### src/hdl/usb_ep_cfg.svh
`ifndef USB_EP_CFG_SVH
`define USB_EP_CFG_SVH

// Byte addresses on the register bus
`define EP_CTRL_BASE 8'h00
`define EP_CTRL_LAST 8'h3C
`define IRQ_STAT_ADDR 8'h40
`define IRQ_MASK_ADDR 8'h44

// Endpoint control field positions
`define EPB_LOW_SPEED 7
`define EPB_NAK_RETRY_DIS 6
`define EPB_SETUP_DIS 4
`define EPB_RX_EN 3
`define EPB_TX_EN 2
`define EPB_STALLED 1
`define EPB_HSHK_EN 0

// Reset values and implemented bits
`define EP_CTRL_RST 8'h00
`define EP_CTRL_WMASK 8'hDF
`define IRQ_RST 17'h00000

// Interrupt status layout: 15:0 stall per endpoint, 16 refused token
`define IRQ_W 17
`define IRQ_REFUSED 16

// Avalon-MM response codes
`define RESP_OKAY 2'h0
`define RESP_DECERR 2'h3

`endif

### src/hdl/usb_ep_pkg.sv
package usb_ep_pkg;

  typedef enum logic [1:0] {
    tok_out,
    tok_in,
    tok_setup
  } tok_kind_t;

  typedef enum logic {
    bus_idle,
    bus_ack
  } bus_state_t;

endpackage

### src/hdl/ep_gate.sv
`timescale 1ns/1ps
`include "usb_ep_cfg.svh"

module ep_gate
  import usb_ep_pkg::*;
(
  // Endpoint control bits
  input wire logic [7:0] ctrl_i,
  // Token to judge
  input wire tok_kind_t kind_i,
  // Decision
  output logic accept_o,
  output logic handshake_o
);

  logic rx_en;
  logic tx_en;
  logic setup_dis;

  assign rx_en = ctrl_i[`EPB_RX_EN];
  assign tx_en = ctrl_i[`EPB_TX_EN];
  // Only honoured when both directions are on
  assign setup_dis = ctrl_i[`EPB_SETUP_DIS] & rx_en & tx_en; // RULE_05

  always_comb
  begin
    unique case (kind_i)
      tok_out:
      begin
        accept_o = rx_en; // RULE_06
      end
      tok_in:
      begin
        accept_o = tx_en; // RULE_07
      end
      tok_setup:
      begin
        accept_o = rx_en & ~setup_dis; // RULE_04
      end
      default:
      begin
        accept_o = 1'b0;
      end
    endcase
  end

  assign handshake_o = accept_o & ctrl_i[`EPB_HSHK_EN]; // RULE_09

endmodule

### src/hdl/usb_endpoint_control.sv
// Our own choices: the address map and the Avalon-MM register port.
`timescale 1ns/1ps
`include "usb_ep_cfg.svh"

// Overview of operation
// RULE_01: Sixteen identical registers, one per endpoint.
// RULE_02: Endpoint zero low-speed bit: direct, else PRE.
// RULE_03: Endpoint zero retry-disable stops hardware NAK retries.
// RULE_04: Setup-disable rejects SETUP when both directions on.
// RULE_05: Setup-disable ignored unless transmit and receive on.
// RULE_06: Receive accepted only while receive enable set.
// RULE_07: Transmit performed only while transmit enable set.
// RULE_08: Stall bit reads one when endpoint stalled.
// RULE_09: Handshakes issued only while handshake enable set.
// RULE_10: Bits 31-8 and 5 read zero.
// RULE_11: Stall bit set by hardware, cleared by software.
module usb_endpoint_control
  import usb_ep_pkg::*;
(
  // Clock and reset
  input wire logic clock_i,
  input wire logic reset_i,
  // Avalon-MM slave
  input wire logic [7:0] avs_address_i,
  input wire logic avs_read_i,
  input wire logic avs_write_i,
  input wire logic [31:0] avs_writedata_i,
  input wire logic [3:0] avs_byteenable_i,
  output logic [31:0] avs_readdata_o,
  output logic [1:0] avs_response_o,
  output logic avs_waitrequest_o,
  // USB engine token request
  input wire logic host_mode_i,
  input wire logic tok_valid_i,
  input wire logic [3:0] tok_ep_i,
  input wire tok_kind_t tok_kind_i,
  input wire logic [15:0] stall_set_i,
  // USB engine token answer
  output logic tok_done_o,
  output logic tok_accept_o,
  output logic tok_handshake_o,
  output logic tok_stalled_o,
  // Host-mode link options
  output logic use_pre_prefix_o,
  output logic nak_retry_o,
  // Interrupt
  output logic irq_o
);

  ////////////////////////////////////////////////////////////////////////
  // Bus decode

  bus_state_t bus_q;
  logic req;
  logic done;
  logic wr_done;
  logic ep_hit;
  logic stat_hit;
  logic mask_hit;
  logic [3:0] ep_idx;
  logic [31:0] be_mask;
  logic [7:0] ep_ctrl_w [16];
  logic [15:0] gate_acc;
  logic [15:0] gate_hs;
  logic [15:0] stall_flags;
  logic [`IRQ_W-1:0] irq_stat_q;
  logic [`IRQ_W-1:0] irq_mask_q;
  logic [`IRQ_W-1:0] irq_set;
  logic [`IRQ_W-1:0] irq_clr;
  logic [31:0] rdata_d;
  logic refused;

  assign req = avs_read_i | avs_write_i;
  // Access completes in the cycle waitrequest is low
  assign done = req & (bus_q == bus_ack);
  assign wr_done = done & avs_write_i;
  assign ep_idx = avs_address_i[5:2];
  assign ep_hit = (avs_address_i[7:6] == 2'h0) &
                  (avs_address_i[1:0] == 2'h0);
  assign stat_hit = avs_address_i == `IRQ_STAT_ADDR;
  assign mask_hit = avs_address_i == `IRQ_MASK_ADDR;

  genvar b;
  generate
    for (b = 0; b < 4; b++)
    begin : g_be
      assign be_mask[8*b+7:8*b] = {8{avs_byteenable_i[b]}};
    end
  endgenerate

  ////////////////////////////////////////////////////////////////////////
  // Bus handshake: one wait cycle, then the answer

  always_ff @(posedge clock_i)
  begin
    if (reset_i)
    begin
      bus_q <= bus_idle;
      avs_waitrequest_o <= 1'b1;
    end
    else
    begin
      unique case (bus_q)
        bus_idle:
        begin
          if (req)
          begin
            bus_q <= bus_ack;
            avs_waitrequest_o <= 1'b0;
          end
        end
        bus_ack:
        begin
          bus_q <= bus_idle;
          avs_waitrequest_o <= 1'b1;
        end
      endcase
    end
  end

  always_comb
  begin
    rdata_d = 32'h0000_0000;
    if (ep_hit)
    begin
      // Upper bits and bit 5 are never stored, so read zero
      rdata_d = {24'h00_0000, ep_ctrl_w[ep_idx]}; // RULE_10
    end
    else if (stat_hit)
    begin
      rdata_d[`IRQ_W-1:0] = irq_stat_q;
    end
    else if (mask_hit)
    begin
      rdata_d[`IRQ_W-1:0] = irq_mask_q;
    end
  end

  always_ff @(posedge clock_i)
  begin
    if (reset_i)
    begin
      avs_readdata_o <= 32'h0000_0000;
      avs_response_o <= `RESP_OKAY;
    end
    else if (req && bus_q == bus_idle)
    begin
      avs_readdata_o <= avs_read_i ? rdata_d : 32'h0000_0000;
      avs_response_o <= (ep_hit | stat_hit | mask_hit) ?
                        `RESP_OKAY : `RESP_DECERR;
    end
  end

  ////////////////////////////////////////////////////////////////////////
  // Endpoint registers and token gates

  genvar g;
  generate
    for (g = 0; g < 16; g++)
    begin : g_ep
      logic [7:0] ctrl_q;
      logic wr_me;

      assign wr_me = wr_done & ep_hit & avs_byteenable_i[0] &
                     (ep_idx == 4'(g));

      always_ff @(posedge clock_i)
      begin
        if (reset_i)
        begin
          ctrl_q <= `EP_CTRL_RST;
        end
        else
        begin
          if (wr_me)
          begin
            ctrl_q <= avs_writedata_i[7:0] & `EP_CTRL_WMASK; // RULE_01
          end
          // A stall in the same cycle as a software clear wins
          if (stall_set_i[g])
          begin
            ctrl_q[`EPB_STALLED] <= 1'b1; // RULE_11
          end
        end
      end

      assign ep_ctrl_w[g] = ctrl_q; // RULE_08
      assign stall_flags[g] = ctrl_q[`EPB_STALLED];

      ep_gate u_gate (
        .ctrl_i(ctrl_q),
        .kind_i(tok_kind_i),
        .accept_o(gate_acc[g]),
        .handshake_o(gate_hs[g])
      );
    end
  endgenerate

  ////////////////////////////////////////////////////////////////////////
  // Token answer, one cycle after the request

  always_ff @(posedge clock_i)
  begin
    if (reset_i)
    begin
      tok_done_o <= 1'b0;
      tok_accept_o <= 1'b0;
      tok_handshake_o <= 1'b0;
      tok_stalled_o <= 1'b0;
    end
    else
    begin
      tok_done_o <= tok_valid_i;
      tok_accept_o <= tok_valid_i & gate_acc[tok_ep_i]; // RULE_06 RULE_07
      tok_handshake_o <= tok_valid_i & gate_hs[tok_ep_i]; // RULE_09
      tok_stalled_o <= tok_valid_i & ep_ctrl_w[tok_ep_i][`EPB_STALLED];
    end
  end

  ////////////////////////////////////////////////////////////////////////
  // Host-mode options, taken from endpoint zero only

  always_ff @(posedge clock_i)
  begin
    if (reset_i)
    begin
      use_pre_prefix_o <= 1'b0;
      nak_retry_o <= 1'b0;
    end
    else
    begin
      use_pre_prefix_o <= host_mode_i &
                          ~ep_ctrl_w[0][`EPB_LOW_SPEED]; // RULE_02
      nak_retry_o <= host_mode_i &
                     ~ep_ctrl_w[0][`EPB_NAK_RETRY_DIS]; // RULE_03
    end
  end

  ////////////////////////////////////////////////////////////////////////
  // Interrupts: sticky status, write one to clear, set wins

  assign refused = tok_valid_i & ~gate_acc[tok_ep_i];
  assign irq_set = {refused, stall_set_i};
  assign irq_clr = (wr_done & stat_hit) ?
                   (avs_writedata_i[`IRQ_W-1:0] &
                    be_mask[`IRQ_W-1:0]) : `IRQ_RST;

  always_ff @(posedge clock_i)
  begin
    if (reset_i)
    begin
      irq_stat_q <= `IRQ_RST;
    end
    else
    begin
      irq_stat_q <= (irq_stat_q & ~irq_clr) | irq_set;
    end
  end

  always_ff @(posedge clock_i)
  begin
    if (reset_i)
    begin
      irq_mask_q <= `IRQ_RST;
    end
    else if (wr_done && mask_hit)
    begin
      irq_mask_q <= (irq_mask_q & ~be_mask[`IRQ_W-1:0]) |
                    (avs_writedata_i[`IRQ_W-1:0] & be_mask[`IRQ_W-1:0]);
    end
  end

  always_ff @(posedge clock_i)
  begin
    if (reset_i)
    begin
      irq_o <= 1'b0;
    end
    else
    begin
      irq_o <= |((irq_stat_q & ~irq_clr | irq_set) & irq_mask_q);
    end
  end
endmodule

### config.mk
export PLATFORM = sky130hd
export DESIGN_NAME = usb_endpoint_control
export DESIGN_NICKNAME = d
export VERILOG_FILES = /design/src/hdl/usb_ep_pkg.sv /design/src/hdl/ep_gate.sv /design/src/hdl/usb_endpoint_control.sv
export VERILOG_INCLUDE_DIRS = /design/src /design/src/hdl
export SDC_FILE = /design/constraint.sdc
export NUM_CORES = 1
export LEC_CHECK = 0
export BUFFER_PORTS_ARGS = -buffer_cell sky130_fd_sc_hd__buf_2
export CAP_MARGIN = 20
export CORE_MARGIN = 3
export CORE_UTILIZATION = 62
export CTS_CLUSTER_SIZE = 8
export DETAILED_ROUTE_END_ITERATION = 16
export PLACE_DENSITY = 0.86
export REMOVE_ABC_BUFFERS = 1
export SLEW_MARGIN = 20
export SYNTH_ARGS = -nofsm -noshare
export SYNTH_HDL_FRONTEND = slang
export SYNTH_SLANG_ARGS = --single-unit
### constraint.sdc
create_clock -name clock_i -period 6.86 [get_ports clock_i]
set_input_delay 1.029 -clock clock_i [delete_from_list [all_inputs] [get_ports clock_i]]
set_output_delay 1.029 -clock clock_i [all_outputs]
set_load 0.02 [all_outputs]
# [Word level (Yosys, flattened, before mapping)]
# Cells that the tools add are included.
[word_totals] reg_bits=189 in_bits=72 output_inout_bits=42 word_cells=284
[op_classes] n_lt_le_gt_ge=3 n_eq_ne=20 n_mux=68 bitwise_logic=125 n_reduce_logical=23
[ops] operator="1-bit AND" n=92
[ops] operator="17-bit two-way mux" n=5
[ops] operator="17-bit AND" n=4
[ops] operator="8-bit binary-select mux with 4-bit select" n=2
[ops] operator="1-bit case mux with 3 select lines" n=16
[ops] operator="2-bit two-way mux" n=19
[ops] operator="17-bit inverter" n=2
[ops] operator="17-bit OR" n=2
[ops] operator="4-bit == test, second input constant" n=8
[ops] operator="2-bit nonzero test" n=16
[ops] operator="1-bit two-way mux" n=20
[ops] operator="1-bit inverter" n=20
[ops] operator="17-bit OR reduction" n=1
[ops] operator="4-bit by 3-bit == test with 1-bit output, second input constant" n=4
[ops] operator="8-bit by 7-bit == test with 1-bit output, second input constant" n=2
[ops] operator="8-bit two-way mux" n=2
[ops] operator="5-bit greater-or-equal comparator, second input constant" n=2
[ops] operator="4-bit inverter with 5-bit output" n=2
[ops] operator="1-bit binary-select mux with 4-bit select" n=2
[ops] operator="4-bit by 2-bit == test with 1-bit output, second input constant" n=2
[ops] operator="2-bit zero test" n=3
[ops] operator="4-bit by 5-bit < comparator with 1-bit output, second input constant" n=1
[ops] operator="4-bit by 1-bit == test with 1-bit output, second input constant" n=1
[ops] operator="4-bit zero test" n=1
[ops] operator="other kinds (6)" n=10

# [Logic depth before layout (Yosys ltp)]
[depth] depth_word=12 mapped_depth=9 mapped_depth_nobuf=6

# [Hierarchy]
# Synthesis repeated with hierarchy kept, for this count alone.
[hier_totals] cells_unflattened=969 hier_area_um2=8740.9
[modules_own_cells] module="usb_endpoint_control" instances=1 cells_per_inst=873 area_per_inst_um2=8220.4 seq_area_each_um2=3463.3
[modules_own_cells] module="ep_gate" instances=16 cells_per_inst=6 area_per_inst_um2=32.5 seq_area_each_um2=0.0

# [Worst setup path before layout]
# Ideal clock, no wire load.
[synth_path] kind="in2reg" startpoint="input port avs_address_i[2]" endpoint="register avs_readdata_o[0]" setup_ps=128 arrival_ps=3261 required_time_ps=6732 setup_slack_ps=3471 stages=6 path_buffers=2 path_cell_list="clkbuf_1 buf_1 mux4_2 mux4_2 a222oi_1 nor2_1"
[synth_between] elab_chain_cells=6 word_cells_on_any_way=10 cone_classes="eq/ne: 2; mux: 7; bitwise: 1"
[synth_rtl] item="from (decl)" line="usb_endpoint_control.sv:24" rtl="input wire logic [7:0] avs_address_i,"
[synth_rtl] item="4-bit inverter with 5-bit output (not written as such)" line="usb_endpoint_control.sv:127" rtl="rdata_d = {24'h00_0000, ep_ctrl_w[ep_idx]};"
[synth_rtl] item="8-bit binary-select mux with 4-bit select" line="usb_endpoint_control.sv:127"
[synth_rtl] item="8-bit two-way mux (not written as such) (2 in a row)" line="usb_endpoint_control.sv:127"
[synth_rtl] item="17-bit two-way mux *" line="usb_endpoint_control.sv:124" rtl="if (ep_hit)"
[synth_rtl] item="17-bit two-way mux *" line="usb_endpoint_control.sv:148" rtl="avs_readdata_o <= avs_read_i ? rdata_d : 32'h0000_0000;"
[synth_rtl] item="to (signal assigned)" line="usb_endpoint_control.sv:148"
[synth_rtl] item="to (decl)" line="usb_endpoint_control.sv:29" rtl="output logic [31:0] avs_readdata_o,"
# Every way passes the cells marked *; elsewhere a longest branch is shown, timed or not. The select of a mux whose other input is x is not followed.
# A chain may end at the register's enable or synchronous reset.

# [Worst setup path after layout]
[layout_path] startpoint="input port avs_address_i[2]" endpoint="register g_ep[13].ctrl_q[0]"
[layout_between] elab_chain_cells=2
[layout_rtl] item="4-bit == test" line="usb_endpoint_control.sv:165" rtl="(ep_idx == 4'(g));"
[layout_rtl] item="1-bit AND" line="usb_endpoint_control.sv:164" rtl="assign wr_me = wr_done & ep_hit & avs_byteenable_i[0] &"
[layout_rtl] item="to (signal assigned)" line="usb_endpoint_control.sv:171" rtl="ctrl_q <= `EP_CTRL_RST;"
[layout_rtl] item="to (signal assigned)" line="usb_endpoint_control.sv:177" rtl="ctrl_q <= avs_writedata_i[7:0] & `EP_CTRL_WMASK;"
[layout_rtl] item="to (decl)" line="usb_endpoint_control.sv:161" rtl="logic [7:0] ctrl_q;"
# No other way between the ends.

==> flow_summary_export.csv <==
group,metric,value,unit
setup_path,crit_family,"simple AND/OR/NAND/NOR gates",
clock_network,cts_tree,"yes",
power,p_leak,3.692,nW
power,p_per_area,236.2,mW/mm^2
finish,seq_area,0.003463,mm^2
die,ios,114,
synth,yosys_warnings,0,
grt,grt_antenna_before_repair,0,
hold_path,hold_end,"nak_retry_o$_SDFF_PP0_",
sta,fmax,286.1,MHz
synth,ys_seq_area_share,40.59,%
placement,portBuffers,82,
sta,rsz0062_at_grt,"false",
setup_path,cp_common_cell,"nor2_1",
placement,gp_congestion,0.8732,
hold_path,min_path_type,"reg2reg",
die,start_util,63.93,%
synth,ys_async_sr_fraction,0,%
synth,syn-mean-instance-area,9.245,um^2
sta,hold_ws,0.4452,ns
drt,routed_wl,24010,um
setup_path,regToRegSetupSlack,4.14,ns
placement,dp_worst_setup_slack,3.048,ns
grt,grt_max_degree,91,
drt,via_per_inst,6.545,
die,row_count,42,
setup_path,setup.worst_path.start_class,"input port",
hold_path,holdCritStartpoint,"g_ep[0].ctrl_q[6]$_SDFFE_PP0P_",
finish,syn_to_final_growth,11.00,%
synth,synth_seq_cells,173,
setup_path,crit_chain,"buf_2 -> buf_4 -> nand3b_1 -> nor2_1 -> mux2i_1 -> nor2_1",
setup_path,crit_fanout,39,
sta,finalSetupViolCount,0,
power,ir_drop,0.0002298,V
setup_path,cp.arrival,3.77,ns
grt,grt_pass1_wl,37190,um
finish,nFillCells,963,
setup_path,crit_path_start,"avs_address_i[2]",
sta,tightest_slew,1.143,ns
placement,hpwl,15410,um
synth,synth_cell_types,54,
sta,fin_tns_setup,0,ns
clock_network,cts-resized-gates,0,
sta,hold_violations,0,
setup_path,path_depth,6,
clock_network,clock_path_buffers,2,
setup_path,reg2reg_from,"bus_q$_SDFF_PP0_",
synth,synth_edf_count,0,
job,cap_viol_max_count,0,
clock_network,cts_root_buf,"clkbuf_16",
setup_path,path_class,"in2reg",
synth,syn_inst,923,
setup_path,cp.buffers_inverters,2,
grt,first_global_vias,7066,
clock_network,cts_max_level,4,
clock_network,worstSkewPairLatency,0.44,ns
die,die_x,123.3,um
sta,drv_slew,0,
synth,synth_area,0.008533,mm^2
setup_path,end_kind,"flip-flop",
finish,layout_common_cells,"dfxtp_1, nor2_1, mux2i_1",
finish,fin_util,70.96,%
setup_path,r2r-end,"g_ep[4].ctrl_q[1]$_SDFFE_PP0P_",
setup_path,cpPeakStageDelay,0.93,ns
die,dieArea,0.01521,mm^2
die,core_area,0.01335,mm^2
synth,synth_ff_type,"dfxtp_1",
sta,max_slew_margin,23.51,%
setup_path,crit_required,7.14,ns
drt,ant_nets,0,
hold_path,min_path_cells,1,
drt,route.vias.total,7481,
finish,multiInputGateArea,0.004613,mm^2
grt,grt_overflow_total,0,
outcome,status,"completed",
clock_network,cts_num_sinks,173,
grt,grtUsageTotal,31.87,%
finish,antenna_cells,0,
clock_network,cts_buffers,17,
clock_network,cts_hold_buf,0,
sta,fin_skew,0.005370,ns
clock_network,postCtsSetupBuffers,0,
setup_path,worstRegToRegCells,6,
drt,drc,0,
sta,finalCritPeriodShare,50.96,%
drt,drt_iter0_markers,1027,
sta,period_minus_slack,3.496,ns
die,die-height,123.3,um
drt,wl_per_cell,21.00,um
sta,fin_ws,3.364,ns
drt,first_pass_iters,6,
finish,post_route_cells_drive_above_1_share,19.75,%
finish,layout.nets,1026,
setup_path,cpMaxStageDelayCell,"nor2_1",
clock_network,cts.reportedPaths.clkPinSlew,0.06,ns
finish,final_common_cell,"dfxtp_1",
## state kept, by name (all words and copies together), names as in the netlist, named ones only
| signal | cells |
|---|---|
| avs_waitrequest_o | 1 |
| irq_stat_q | 17 |
| bus_q | 1 |
| tok_accept_o | 1 |
| nak_retry_o | 1 |
| irq_o | 1 |
| tok_handshake_o | 1 |
| avs_readdata_o | 17 |
| tok_done_o | 1 |
| tok_stalled_o | 1 |
| use_pre_prefix_o | 1 |
| g_ep.ctrl_q | 112 |
| avs_response_o | 1 |
## kinds of logic (layout without fill, tap and decap cells)
| kind of cell | after synthesis | in the layout | synth area share (%) |
|---|---|---|---|
| AOI/OAI and AO/OA | 166 | 166 | 12.42 |
| buffers and inverters | 115 | 145 | 5.997 |
| DFF | 173 | 173 | 40.59 |
| muxes | 145 | 145 | 23.26 |
| other | 1 | 15 | 0.04395 |
| and+or+nand+nor | 323 | 323 | 17.70 |
## report_power, final
group / internal (mW) / leakage, nW / total (mW) / switching, mW
logic: 0.0621 / 2.00 / 0.185 / 0.122
registers: 1.02 / 1.41 / 1.03 / 0.0120
clock network: 0.607 / 0.287 / 1.02 / 0.412
## final cells by class
| type | count | share of cell area (%) |
|---|---|---|
| well taps | 176 | 2.325 |
| clock buffers | 17 | 4.491 |
| multi-input cells | 649 | 48.71 |
| clock inverters | 15 | 2.087 |
| inverters | 25 | 0.9908 |
| flip-flops and latches | 173 | 36.57 |
| repair buffers | 88 | 4.835 |
## synthesized netlist by cell type (13+ instances only)
master / number / share of area, %
mux4_2: 41 / 11
a21oi_1: 84 / 4.9
clkbuf_1: 63 / 2.8
buf_4: 17 / 1.5
nand2_1: 62 / 2.7
a22oi_1: 13 / 1.1
mux2i_1: 88 / 10
nand2b_1: 15 / 1.1
o21ai_0: 15 / 0.88
nor2b_1: 14 / 1.0
inv_1: 25 / 1.1
nor2_1: 138 / 6.1
mux2_2: 16 / 2.1
dfxtp_1: 173 / 41
nand3_1: 42 / 2.5
## metrics by stage
stage	instance area [um^2]	instances	power, mW
3_3_place_gp	8846	1111	1.231
4_1_cts	9469	1143	2.232
5_1_grt	9472	1143	2.298
3_5_place_dp	8846	1111	1.234
2_1_floorplan	8168	847	1.135
6_report	9472	1143	2.237
## worst max path at each step
stage | to | slack (ns)
2_1_floorplan | g_ep[14].ctrl_q[1]$_SDFFE_PP0P_ | 3.70
3_3_place_gp | g_ep[14].ctrl_q[1]$_SDFFE_PP0P_ | 3.09
3_5_place_dp | g_ep[13].ctrl_q[1]$_SDFFE_PP0P_ | 3.05
4_1_cts | g_ep[13].ctrl_q[0]$_SDFFE_PP0P_ | 3.41
5_1_grt | g_ep[13].ctrl_q[0]$_SDFFE_PP0P_ | 3.25
6_report | g_ep[13].ctrl_q[0]$_SDFFE_PP0P_ | 3.36
## metal layers
layer	vias to the layer above	wire length, um	GRT usage [%]
li1	3342	-	-
met1	3552	9233	39.36
met2	493	11140	51.04
met3	94	2454	8.371
met4	0	1177	17.23
met5	-	0	0
No activity file was read; power rests on OpenSTA's default activity.
